`config.mk`:
```
export PLATFORM = sky130hd
export DESIGN_NAME = tpg_top
export DESIGN_NICKNAME = d
export VERILOG_FILES = /design/src/tpg_pkg.sv /design/src/tpg_stream_if.sv /design/src/tpg_top.sv /design/src/tpg_fifo.sv
export SDC_FILE = /design/constraint.sdc
export NUM_CORES = 2
export LEC_CHECK = 0
export BUFFER_PORTS_ARGS = -buffer_cell sky130_fd_sc_hd__buf_4
export CAP_MARGIN = 20
export CORE_MARGIN = 4
export CORE_UTILIZATION = 63
export DETAILED_ROUTE_END_ITERATION = 10
export GPL_TIMING_DRIVEN = 0
export HOLD_SLACK_MARGIN = 0.02
export PLACE_DENSITY = 0.86
export SKIP_CTS_REPAIR_TIMING = 1
export SYNTH_ARGS = -nofsm -noshare
export SYNTH_HDL_FRONTEND = slang
export SYNTH_SLANG_ARGS = --single-unit
```
`constraint.sdc`:
```
create_clock -name aclk -period 12.44 [get_ports aclk]
set_input_delay 2.488 -clock aclk [delete_from_list [all_inputs] [get_ports aclk]]
set_output_delay 2.488 -clock aclk [all_outputs]
set_load 0.005 [all_outputs]
```
`src/tpg_pkg.sv`:
```
// Shared constants and types for the test pattern and digital gain block
package tpg_pkg;

  // Register indices as printed; byte address is four times the index
  localparam logic [8:0]  TPG_IDX_PAT_CTRL  = 9'h14A;
  localparam logic [8:0]  TPG_IDX_USER_LO   = 9'h14B;
  localparam logic [8:0]  TPG_IDX_USER_MID  = 9'h14C;
  localparam logic [8:0]  TPG_IDX_USER_HI   = 9'h14D;
  localparam logic [8:0]  TPG_IDX_GAIN_A    = 9'h15B;
  localparam logic [8:0]  TPG_IDX_GAIN_B    = 9'h15C;
  localparam logic [8:0]  TPG_IDX_OUT_CFG   = 9'h162;
  localparam logic [8:0]  TPG_IDX_STATUS    = 9'h17F;

  // AXI4-Lite geometry
  localparam int          TPG_AXI_AW        = 12;
  localparam logic [1:0]  TPG_RESP_OKAY     = 2'h0;
  localparam logic [1:0]  TPG_RESP_SLVERR   = 2'h2;

  // Field positions
  localparam int          TPG_PAT_CLK_BIT   = 4;
  localparam int          TPG_OUT_RES_BIT   = 1;

  // Reset values
  localparam logic [2:0]  TPG_PAT_TYPE_RST  = 3'h0;
  localparam logic        TPG_PAT_CLK_RST   = 1'h0;
  localparam logic [7:0]  TPG_BYTE_RST      = 8'h00;
  localparam logic        TPG_OUT_RES_RST   = 1'h0;

  // Pattern and gain arithmetic
  localparam int          TPG_PAT_W         = 20;
  localparam int          TPG_SMP_W         = 16;
  localparam int          TPG_WORD_W        = 32;
  localparam int          TPG_GAIN_SHIFT    = 7;
  localparam logic [8:0]  TPG_GAIN_UNITY    = 9'h080;
  localparam int          TPG_FIFO_DEPTH    = 16;

  // Pattern type codes
  typedef enum logic [2:0] {
    TPG_PAT_OFF    = 3'h0,
    TPG_PAT_RAMP1  = 3'h1,
    TPG_PAT_RAMPU  = 3'h2,
    TPG_PAT_UNU3   = 3'h3,
    TPG_PAT_STATIC = 3'h4,
    TPG_PAT_TOGINV = 3'h5,
    TPG_PAT_TOGZ   = 3'h6,
    TPG_PAT_UNU7   = 3'h7
  } tpg_pat_e;

endpackage

```
`src/tpg_stream_if.sv`:
```
// Valid/ready stream carrier between the block and its FIFO
`timescale 1ns/1ps
interface tpg_stream_if #(parameter int W = 64);
  logic         valid;
  logic         ready;
  logic [W-1:0] data;
  modport src (output valid, output data, input ready);
  modport snk (input valid, input data, output ready);
endinterface

```
`src/tpg_top.sv`:
```
// Test pattern generator and per-channel digital gain with AXI4-Lite registers
//
// Notes on behaviour
// RULE1 - Pattern clock select bit 4: 0 sampling strobe, 1 decimation strobe.
// RULE2 - Pattern type 000 turns the generator off; this is the reset value.
// RULE3 - The generator makes one 20-bit word per pattern clock; the code skips a pattern clock that finds the FIFO full.
// RULE4 - In 16-bit resolution only the upper 16 pattern bits are sent.
// RULE5 - In 32-bit resolution the pattern is padded with 12 zero bits.
// RULE6 - Type 001 is a ramp stepping by one at 20-bit level.
// RULE7 - Type 010 is a ramp stepping by the user pattern value.
// RULE8 - Type 100 sends the user pattern value unchanged.
// RULE9 - Type 101 alternates user value and its bitwise inverse.
// RULE10 - Type 110 alternates user value and all zeros.
// RULE11 - User value is three byte registers; top register keeps only its low nibble.
// RULE12 - User value means step, static value or toggle operand by type.
// RULE13 - Channel A is scaled by 1 + G/128, G signed 8-bit.
// RULE14 - Channel B is scaled by 1 + G/128 with its own gain.
// RULE15 - Unused types 011 and 111 behave as pattern off.
// RULE16 - An active pattern replaces converter samples on the output.
//
// Our own choice: register access over AXI4-Lite.
`timescale 1ns/1ps
module tpg_top
  import tpg_pkg::*;
#(
  parameter int FIFO_DEPTH = TPG_FIFO_DEPTH
) (
  // Clock and reset
  input  wire logic                  aclk,
  input  wire logic                  aresetn,
  // AXI4-Lite write address
  input  wire logic [TPG_AXI_AW-1:0] s_axi_awaddr,
  input  wire logic [2:0]            s_axi_awprot,
  input  wire logic                  s_axi_awvalid,
  output logic                       s_axi_awready,
  // AXI4-Lite write data and response
  input  wire logic [31:0]           s_axi_wdata,
  input  wire logic [3:0]            s_axi_wstrb,
  input  wire logic                  s_axi_wvalid,
  output logic                       s_axi_wready,
  output logic [1:0]                 s_axi_bresp,
  output logic                       s_axi_bvalid,
  input  wire logic                  s_axi_bready,
  // AXI4-Lite read
  input  wire logic [TPG_AXI_AW-1:0] s_axi_araddr,
  input  wire logic [2:0]            s_axi_arprot,
  input  wire logic                  s_axi_arvalid,
  output logic                       s_axi_arready,
  output logic [31:0]                s_axi_rdata,
  output logic [1:0]                 s_axi_rresp,
  output logic                       s_axi_rvalid,
  input  wire logic                  s_axi_rready,
  // Converter side, same clock domain
  input  wire logic                  samp_stb,
  input  wire logic                  dec_stb,
  input  wire logic                  sample_valid,
  output logic                       sample_ready,
  input  wire logic [TPG_SMP_W-1:0]  chan_a_sample,
  input  wire logic [TPG_SMP_W-1:0]  chan_b_sample,
  // Output stream to the serializer
  output logic                       out_valid,
  input  wire logic                  out_ready,
  output logic [TPG_WORD_W-1:0]      out_data_a,
  output logic [TPG_WORD_W-1:0]      out_data_b
);

  localparam int DW = 2 * TPG_WORD_W;

  // Register state
  logic [2:0]           pat_type_q;
  logic                 pat_clk_sel_q;
  logic [7:0]           user_lo_q;
  logic [7:0]           user_mid_q;
  logic [3:0]           user_hi_q;
  logic [7:0]           channel_a_gain_q;
  logic [7:0]           channel_b_gain_q;
  logic                 out_res_q;

  // Bus state
  logic                 aw_have_q;
  logic                 w_have_q;
  logic [8:0]           aw_idx_q;
  logic [31:0]          wdata_q;
  logic                 wstrb0_q;

  // Pattern state
  logic [TPG_PAT_W-1:0] ramp_q;
  logic                 phase_q;
  logic [TPG_PAT_W-1:0] user_pattern_value;
  logic [TPG_PAT_W-1:0] pat_word;
  logic                 pat_active;
  logic                 pat_tick;

  // Datapath
  logic [TPG_SMP_W-1:0] gained [2];
  logic [TPG_WORD_W-1:0] chan_word [2];
  logic [TPG_WORD_W-1:0] pat_out;
  logic                 fifo_push;
  logic                 fifo_take;
  logic                 out_valid_q;
  logic [DW-1:0]        out_data_q;

  tpg_stream_if #(.W(DW)) fifo_in ();
  tpg_stream_if #(.W(DW)) fifo_out ();

  // User value from three byte registers
  assign user_pattern_value = {user_hi_q, user_mid_q, user_lo_q}; // RULE11

  // Only documented codes run the generator; 011 and 111 pass samples
  always_comb
  begin
    unique case (tpg_pat_e'(pat_type_q))
      TPG_PAT_RAMP1, TPG_PAT_RAMPU, TPG_PAT_STATIC, TPG_PAT_TOGINV, TPG_PAT_TOGZ:
        pat_active = 1'b1;
      TPG_PAT_OFF, TPG_PAT_UNU3, TPG_PAT_UNU7:
        pat_active = 1'b0; // RULE2 RULE15
    endcase
  end

  // Pattern clock choice; a full FIFO holds the pattern rather than drop words
  assign pat_tick = (pat_clk_sel_q ? dec_stb : samp_stb) & pat_active & fifo_in.ready; // RULE1

  // Word for this pattern clock; meaning of the user value follows the type
  always_comb
  begin
    unique case (tpg_pat_e'(pat_type_q))
      TPG_PAT_RAMP1,
      TPG_PAT_RAMPU:  pat_word = ramp_q; // RULE6 RULE7
      TPG_PAT_STATIC: pat_word = user_pattern_value; // RULE8 RULE12
      TPG_PAT_TOGINV: pat_word = phase_q ? ~user_pattern_value : user_pattern_value; // RULE9
      TPG_PAT_TOGZ:   pat_word = phase_q ? '0 : user_pattern_value; // RULE10
      TPG_PAT_OFF, TPG_PAT_UNU3, TPG_PAT_UNU7:
                      pat_word = '0;
    endcase
  end

  // Ramp and toggle phase advance once per pattern clock
  always_ff @(posedge aclk)
  begin
    if (!aresetn || !pat_active)
    begin
      ramp_q  <= '0;
      phase_q <= 1'b0;
    end
    else if (pat_tick)
    begin
      phase_q <= ~phase_q;
      if (pat_type_q == TPG_PAT_RAMP1)
        ramp_q <= ramp_q + TPG_PAT_W'(1); // RULE6 RULE3
      else if (pat_type_q == TPG_PAT_RAMPU)
        ramp_q <= ramp_q + user_pattern_value; // RULE7 RULE12
    end
  end

  // Resolution fit: 16-bit keeps the top bits, 32-bit pads low zeros
  assign pat_out = out_res_q ? {pat_word, 12'h000} // RULE5
                             : {16'h0000, pat_word[TPG_PAT_W-1 -: TPG_SMP_W]}; // RULE4

  // Per-channel gain: sample * (128 + G) / 128, saturated to 16 bits
  generate
    for (genvar c = 0; c < 2; c++)
    begin : g_chan
      logic [7:0]            gain;
      logic [8:0]            mult;
      logic signed [24:0]    prod;
      logic signed [17:0]    scaled;
      assign gain   = (c == 0) ? channel_a_gain_q : channel_b_gain_q;
      assign mult   = TPG_GAIN_UNITY + {gain[7], gain}; // RULE13 RULE14
      assign prod   = $signed((c == 0) ? chan_a_sample : chan_b_sample)
                      * $signed({1'b0, mult[7:0]});
      assign scaled = prod[24:TPG_GAIN_SHIFT];
      // Positive G up to 127 can exceed full scale, so clip rather than wrap
      assign gained[c] = (scaled[17:15] == 3'h0 || scaled[17:15] == 3'h7) ? scaled[15:0]
                       : (scaled[17] ? 16'h8000 : 16'h7FFF);
      assign chan_word[c] = out_res_q ? {gained[c], 16'h0000} : {16'h0000, gained[c]};
    end
  endgenerate

  // Pattern replaces samples; samples offered meanwhile are taken and discarded
  assign fifo_push     = pat_active ? pat_tick : sample_valid; // RULE16
  assign fifo_in.valid = fifo_push;
  assign fifo_in.data  = pat_active ? {pat_out, pat_out} : {chan_word[1], chan_word[0]}; // RULE16
  assign sample_ready  = fifo_in.ready;

  tpg_fifo #(
    .WIDTH (DW),
    .DEPTH (FIFO_DEPTH)
  ) u_fifo (
    .aclk    (aclk),
    .aresetn (aresetn),
    .in_s    (fifo_in),
    .out_s   (fifo_out)
  );

  // Output register keeps the outputs on flops and passes back-pressure
  assign fifo_take      = fifo_out.valid && (!out_valid_q || out_ready);
  assign fifo_out.ready = !out_valid_q || out_ready;

  always_ff @(posedge aclk)
  begin
    if (!aresetn)
    begin
      out_valid_q <= 1'b0;
      out_data_q  <= '0;
    end
    else if (!out_valid_q || out_ready)
    begin
      out_valid_q <= fifo_out.valid;
      if (fifo_take)
        out_data_q <= fifo_out.data;
    end
  end

  assign out_valid  = out_valid_q;
  assign out_data_a = out_data_q[TPG_WORD_W-1:0];
  assign out_data_b = out_data_q[DW-1:TPG_WORD_W];

  // Write address and data are caught independently, in either order
  always_ff @(posedge aclk)
  begin
    if (!aresetn)
    begin
      aw_have_q     <= 1'b0;
      w_have_q      <= 1'b0;
      aw_idx_q      <= '0;
      wdata_q       <= '0;
      wstrb0_q      <= 1'b0;
      s_axi_awready <= 1'b0;
      s_axi_wready  <= 1'b0;
      s_axi_bvalid  <= 1'b0;
      s_axi_bresp   <= TPG_RESP_OKAY;
    end
    else
    begin
      s_axi_awready <= !aw_have_q && !(s_axi_awvalid && s_axi_awready) && !s_axi_bvalid;
      s_axi_wready  <= !w_have_q && !(s_axi_wvalid && s_axi_wready) && !s_axi_bvalid;
      if (s_axi_awvalid && s_axi_awready)
      begin
        aw_have_q <= 1'b1;
        aw_idx_q  <= s_axi_awaddr[TPG_AXI_AW-2:2];
      end
      if (s_axi_wvalid && s_axi_wready)
      begin
        w_have_q <= 1'b1;
        wdata_q  <= s_axi_wdata;
        wstrb0_q <= s_axi_wstrb[0];
      end
      if (aw_have_q && w_have_q)
      begin
        aw_have_q    <= 1'b0;
        w_have_q     <= 1'b0;
        s_axi_bvalid <= 1'b1;
        s_axi_bresp  <= idx_mapped(aw_idx_q) ? TPG_RESP_OKAY : TPG_RESP_SLVERR;
      end
      else if (s_axi_bvalid && s_axi_bready)
        s_axi_bvalid <= 1'b0;
    end
  end

  // Register writes; only byte lane 0 carries the 8-bit fields
  always_ff @(posedge aclk)
  begin
    if (!aresetn)
    begin
      pat_type_q       <= TPG_PAT_TYPE_RST; // RULE2
      pat_clk_sel_q    <= TPG_PAT_CLK_RST;
      user_lo_q        <= TPG_BYTE_RST;
      user_mid_q       <= TPG_BYTE_RST;
      user_hi_q        <= TPG_BYTE_RST[3:0];
      channel_a_gain_q <= TPG_BYTE_RST;
      channel_b_gain_q <= TPG_BYTE_RST;
      out_res_q        <= TPG_OUT_RES_RST;
    end
    else if (aw_have_q && w_have_q && wstrb0_q)
    begin
      unique case (aw_idx_q)
        TPG_IDX_PAT_CTRL:
        begin
          pat_type_q    <= wdata_q[2:0];
          pat_clk_sel_q <= wdata_q[TPG_PAT_CLK_BIT]; // RULE1
        end
        TPG_IDX_USER_LO:  user_lo_q        <= wdata_q[7:0]; // RULE11
        TPG_IDX_USER_MID: user_mid_q       <= wdata_q[7:0]; // RULE11
        TPG_IDX_USER_HI:  user_hi_q        <= wdata_q[3:0]; // RULE11
        TPG_IDX_GAIN_A:   channel_a_gain_q <= wdata_q[7:0]; // RULE13
        TPG_IDX_GAIN_B:   channel_b_gain_q <= wdata_q[7:0]; // RULE14
        TPG_IDX_OUT_CFG:  out_res_q        <= wdata_q[TPG_OUT_RES_BIT];
        default:          ;
      endcase
    end
  end

  // Decode of mapped indices, shared by read and write
  function automatic logic idx_mapped(input logic [8:0] idx);
    idx_mapped = (idx == TPG_IDX_PAT_CTRL) || (idx == TPG_IDX_USER_LO) ||
                 (idx == TPG_IDX_USER_MID) || (idx == TPG_IDX_USER_HI) ||
                 (idx == TPG_IDX_GAIN_A)   || (idx == TPG_IDX_GAIN_B)  ||
                 (idx == TPG_IDX_OUT_CFG)  || (idx == TPG_IDX_STATUS);
  endfunction

  // Read channel: one read in flight; reserved bits read zero
  always_ff @(posedge aclk)
  begin
    if (!aresetn)
    begin
      s_axi_arready <= 1'b0;
      s_axi_rvalid  <= 1'b0;
      s_axi_rdata   <= '0;
      s_axi_rresp   <= TPG_RESP_OKAY;
    end
    else
    begin
      s_axi_arready <= !s_axi_rvalid && !(s_axi_arvalid && s_axi_arready);
      if (s_axi_arvalid && s_axi_arready)
      begin
        s_axi_rvalid <= 1'b1;
        s_axi_rresp  <= idx_mapped(s_axi_araddr[TPG_AXI_AW-2:2]) ? TPG_RESP_OKAY : TPG_RESP_SLVERR;
        unique case (s_axi_araddr[TPG_AXI_AW-2:2])
          TPG_IDX_PAT_CTRL: s_axi_rdata <= {27'h0, pat_clk_sel_q, 1'b0, pat_type_q};
          TPG_IDX_USER_LO:  s_axi_rdata <= {24'h0, user_lo_q};
          TPG_IDX_USER_MID: s_axi_rdata <= {24'h0, user_mid_q};
          TPG_IDX_USER_HI:  s_axi_rdata <= {28'h0, user_hi_q}; // RULE11
          TPG_IDX_GAIN_A:   s_axi_rdata <= {24'h0, channel_a_gain_q};
          TPG_IDX_GAIN_B:   s_axi_rdata <= {24'h0, channel_b_gain_q};
          TPG_IDX_OUT_CFG:  s_axi_rdata <= {30'h0, out_res_q, 1'b0};
          TPG_IDX_STATUS:   s_axi_rdata <= {8'h0, 4'h0, ramp_q[19:16], 7'h0, phase_q,
                                            5'h0, fifo_out.valid, fifo_in.ready, pat_active};
          default:          s_axi_rdata <= '0;
        endcase
      end
      else if (s_axi_rvalid && s_axi_rready)
        s_axi_rvalid <= 1'b0;
    end
  end

endmodule

```
`src/tpg_fifo.sv`:
```
// Synchronous FIFO with valid/ready on both sides
`timescale 1ns/1ps
module tpg_fifo #(
  parameter int WIDTH = 64,
  parameter int DEPTH = 16
) (
  // Clock and reset
  input  wire logic aclk,
  input  wire logic aresetn,
  // Filling side
  tpg_stream_if.snk in_s,
  // Draining side
  tpg_stream_if.src out_s
);

  localparam int AW = $clog2(DEPTH);
  localparam int CW = $clog2(DEPTH + 1);

  logic [WIDTH-1:0] mem [DEPTH];
  logic [AW-1:0]    wptr_q;
  logic [AW-1:0]    rptr_q;
  logic [CW-1:0]    count_q;
  logic [CW-1:0]    count_d;
  logic             ready_q;
  logic             push;
  logic             pop;

  // Handshakes on each side
  assign push        = in_s.valid & ready_q;
  assign pop         = out_s.valid & out_s.ready;
  assign in_s.ready  = ready_q;
  assign out_s.valid = (count_q != '0);
  assign out_s.data  = mem[rptr_q];

  // Occupancy after this edge
  always_comb
  begin
    count_d = count_q;
    if (push && !pop)
      count_d = count_q + CW'(1);
    else if (pop && !push)
      count_d = count_q - CW'(1);
  end

  // Storage has no reset; only pointers, count and ready need a defined state
  always_ff @(posedge aclk)
  begin
    if (push)
      mem[wptr_q] <= in_s.data;
  end

  // Pointers, count and registered ready
  always_ff @(posedge aclk)
  begin
    if (!aresetn)
    begin
      wptr_q  <= '0;
      rptr_q  <= '0;
      count_q <= '0;
      ready_q <= 1'b0;
    end
    else
    begin
      if (push)
        wptr_q <= (wptr_q == AW'(DEPTH - 1)) ? '0 : wptr_q + AW'(1);
      if (pop)
        rptr_q <= (rptr_q == AW'(DEPTH - 1)) ? '0 : rptr_q + AW'(1);
      count_q <= count_d;
      ready_q <= (count_d != CW'(DEPTH));
    end
  end

endmodule

```
==> metrics list <==
* Total buffers and inverters traversed by the critical path: 5
- The die is 310 um wide.
* Combinational power share: 24.2%
- Total of fill cells in the finished design: 5078
- Endpoints failing setup: 0
- Lkg Pwr: 24.3 nW
* Fin nets: 4734
- Distinct cell type count after synthesis: 73
* Max Clock Skew: 0.0557 ns
- The core region is 90100 um2.
- Top-level I/O count: 216
- Global routing usage summed across all routing layers: 37.2%
- Most frequently used flop master after synthesis: sky130_fd_sc_hd__edfxtp_1
- Synth async-reset ratio: 0%
- During placement, the flow inserted port buffers numbering 153.
* Average size of a mapped cell: 15.0 um2
* Sequential area share after synthesis: 60.0%
* Number of hold violations in the final report: 0
- Clock latency on the worst-skew pair, taken at its later pin, is 0.72 ns.
* Count of placed standard cells in the final layout, fillers left out: 5563
* Final antenna-violating net count: 0
* Cell Area, Placed: 61800 um2
* Worst hold path class: reg2reg
* Type of the worst setup path: in2reg
* Overall via count from detail_route: 38081
* Highest fanout seen on the critical path: 9
- Once routing completed, OpenROAD measured the worst setup slack at 4.27 ns.
- The clock network is responsible for 33.0% of the overall power.
- The first global-routing pass estimated 255 mm of wire.
- Highest-delay cell along the critical path: sky130_fd_sc_hd__o21ai_0
- Worst path most repeated cell: sky130_fd_sc_hd__fa_1
- Routed wire length per instance: 32.2 um
- Max-cap violations: 0
* Period utilisation layout: 65.7%
* DRC violations left: 0
- Number of buffers added by the clock tree synthesis step: 113
- Row generation in the floorplan step produced 110 rows.
- P_int: 7.60 mW
* CTS tree: built
- Clock-pin slew was measured on the worst setup and hold paths at 0.06 ns.
- Routability-driven placement finished with a final weighted congestion of 0.959.
* Synthesized area: 57400 um2
* Post-Place Setup Slack: 3.54 ns
- Share of layout cells above drive strength 1: 19.8%
* Critical path arrival: 8.68 ns
* Cells after Synth: 3835
* Synthesis-stage register bit count: 1206
- After detailed routing, the total wire length is 179 mm.
* CP Data Required Time: 12.95 ns
* DR pass1 iterations: 7
* Total congestion overflow: 0
- Number of design-rule violations left by the first detailed-router iteration: 6221
- Walking the worst path, the cells encountered are buf_4, nand2_1, fa_1, inv_1, fa_1, fa_1, inv_1, fa_1, inv_1, ha_1, a21o_1, a21o_1, a211oi_2, o31a_4, nor3_1, or4_1, a32oi_2, a21oi_1, o21ai_0, buf_2.
- The Yosys step of the flow raised 0 warnings.
- Peak supply drop: 0.142 mV
* Net switching component of the power: 3.17 mW
- The tree is rooted in a sky130_fd_sc_hd__clkbuf_16.
* Deepest level of the CTS H-tree: 3
- The final number of max-transition violations is 0.
* Largest net degree at the start of global routing: 25
- The flow ran to the end, and the final reports show no timing, DRC or antenna violations.
- The worst setup path is launched from an input port.
* Y dimension of the die: 310 um
* Worst path max stage delay: 0.88 ns
- The die covers 95900 um2.
- Detail-routed via count per cell: 6.85
- In this run, flip-flops and latches consume 42.8% of the power.
* Initial cell density of the core: 63.6%
- Unrepaired setup endpoints after global routing: false
- The clock drives 1206 sinks.
* Max-slew headroom: 18.8%
- Via count of the first global-routing pass: 38003
* Proportion of total power due to net switching: 29.4%
- The longest clock path from root to sink contains 3 buffers.
- Antenna violations before repair: 5
* Power Dens Cells: 163 nW/um2
* Area growth from synthesis to layout: 15.3%
- The worst setup path is captured at a flop.
* Worst path top cell family by delay: adder cells
- Fin crit period: 8.17 ns
* Inst Count DP: 5296
- Detailed placement ended at an HPWL of 113 mm.
* Number of flops mapped to enable cells by yosys: 1024
- Layout Cell Area excl Fill: 66100 um2
* Worst-Margin Slew: 1.22 ns
- For this run, the top clock speed supported by timing is 122 MHz.
==> power by group through the flow <==
stage | clock network [mW] | logic (mW) | registers (mW)
2_1_floorplan | 0 | 1.43 | 4.66
4_1_cts | 3.51 | 2.44 | 4.60
6_report | 3.55 | 2.61 | 4.60
3_3_place_gp | 0 | 2.16 | 4.68
5_1_grt | 3.72 | 2.70 | 4.61
3_5_place_dp | 0 | 2.34 | 4.68
==> through the flow <==
step	hold slack, ns	total power [mW]	setup TNS [ns]	utilization [%]
after detailed placement	0.447	7.02	0	68.5
after CTS	0.457	10.5	0	72.7
final	0.449	10.8	0	73.4
after global placement	0.437	6.84	-412.52	66.6
after global routing	0.470	11.0	0	73.4
after floorplan	0.422	6.09	0	-
==> Yosys cell counts, drive strengths merged, types with 11 or more instances <==
| library cell | instances | area [um2] |
|---|---|---|
| clkbuf | 142 | 533 |
| nand2 | 467 | 1750 |
| fa | 203 | 4060 |
| edfxtp | 1024 | 30700 |
| buf | 58 | 317 |
| inv | 335 | 1260 |
| nand4 | 11 | 68.8 |
| nor2 | 97 | 364 |
| a21oi | 78 | 390 |
| xor2 | 12 | 105 |
| dfxtp | 182 | 3640 |
| o21bai | 11 | 82.6 |
| o21ai | 116 | 581 |
| mux4 | 320 | 7210 |
| mux2i | 11 | 110 |
| nand3 | 72 | 360 |
| a2111oi | 13 | 114 |
| or3 | 15 | 93.8 |
| nor3 | 25 | 130 |
| a211oi | 12 | 95.1 |
| o211ai | 12 | 90.1 |
| a21o | 20 | 150 |
| xnor2 | 45 | 394 |
| nand2b | 21 | 131 |
| ha | 139 | 1740 |
| nor2b | 69 | 432 |
| a21boi | 126 | 946 |
| and2 | 96 | 601 |
==> registers in the layout, summed over array words and instances, names as in the netlist, 5 cells and up <==
name,count
u_fifo.mem,1024
out_data_q,64
ramp_q,20
s_axi_rdata,13
aw_idx_q,9
channel_a_gain_q,8
channel_b_gain_q,8
user_lo_q,8
user_mid_q,8
wdata_q,8
u_fifo.count_q,5
==> placed cells by master (no fill, tap or decap), drive strengths merged, types with 96 or more instances in the layout <==
master and n:
a21boi 126, and2 96, buf 361, clkbuf 299, dfxtp 182, edfxtp 1024, fa 203, ha 139
inv 340, mux4 320, nand2 467, nor2 97, o21ai 116
==> final cells by class <==
class | instances | area [um2] | share of cell area [%]
Multi-Input combinational cell | 2114 | 21100 | 31.8
Clock buffer | 151 | 3130 | 4.74
Tap cell | 1176 | 1470 | 2.22
Timing Repair Buffer | 313 | 3340 | 5.06
Inverter | 335 | 1260 | 1.90
Antenna cell | 4 | 10.0 | 0.0151
Buffer | 200 | 851 | 1.29
Sequential cell | 1206 | 34400 | 52.0
Clock inverter | 64 | 623 | 0.942
==> final timing paths <==
kind | startpoint | end | slack (ns) | cells past startpoint
max | chan_b_sample[13] | u_fifo.mem[3][60] | 4.27 | 20
max reg2reg | channel_b_gain_q[2] | u_fifo.mem[3][60] | 4.93 | 21
min | s_axi_rvalid | s_axi_arready | 0.45 | 1
min reg2reg | s_axi_rvalid | s_axi_arready | 0.45 | 1
==> layer usage <==
| layer | global-route usage, % | up-vias | share of wire [%] |
|---|---|---|---|
| li1 | - | 14962 | - |
| met1 | 45.7 | 18626 | 32 |
| met2 | 60.2 | 3576 | 48 |
| met3 | 9.80 | 915 | 13 |
| met4 | 21.8 | 2 | 7.7 |
| met5 | 0 | - | 0.0067 |
==> kinds of logic after synthesis <==
| kind of cell | Yosys count | synth area share [%] |
|---|---|---|
| flops | 1206 | 60.0 |
| fa+ha+maj | 342 | 10.1 |
| compound gates | 458 | 5.35 |
| buf+inv | 535 | 3.67 |
| mux | 332 | 12.8 |
| xor+xnor | 57 | 0.870 |
| other cells | 1 | 0.00654 |
| simple gates | 904 | 7.26 |
Power figures use the tool's default switching activity.
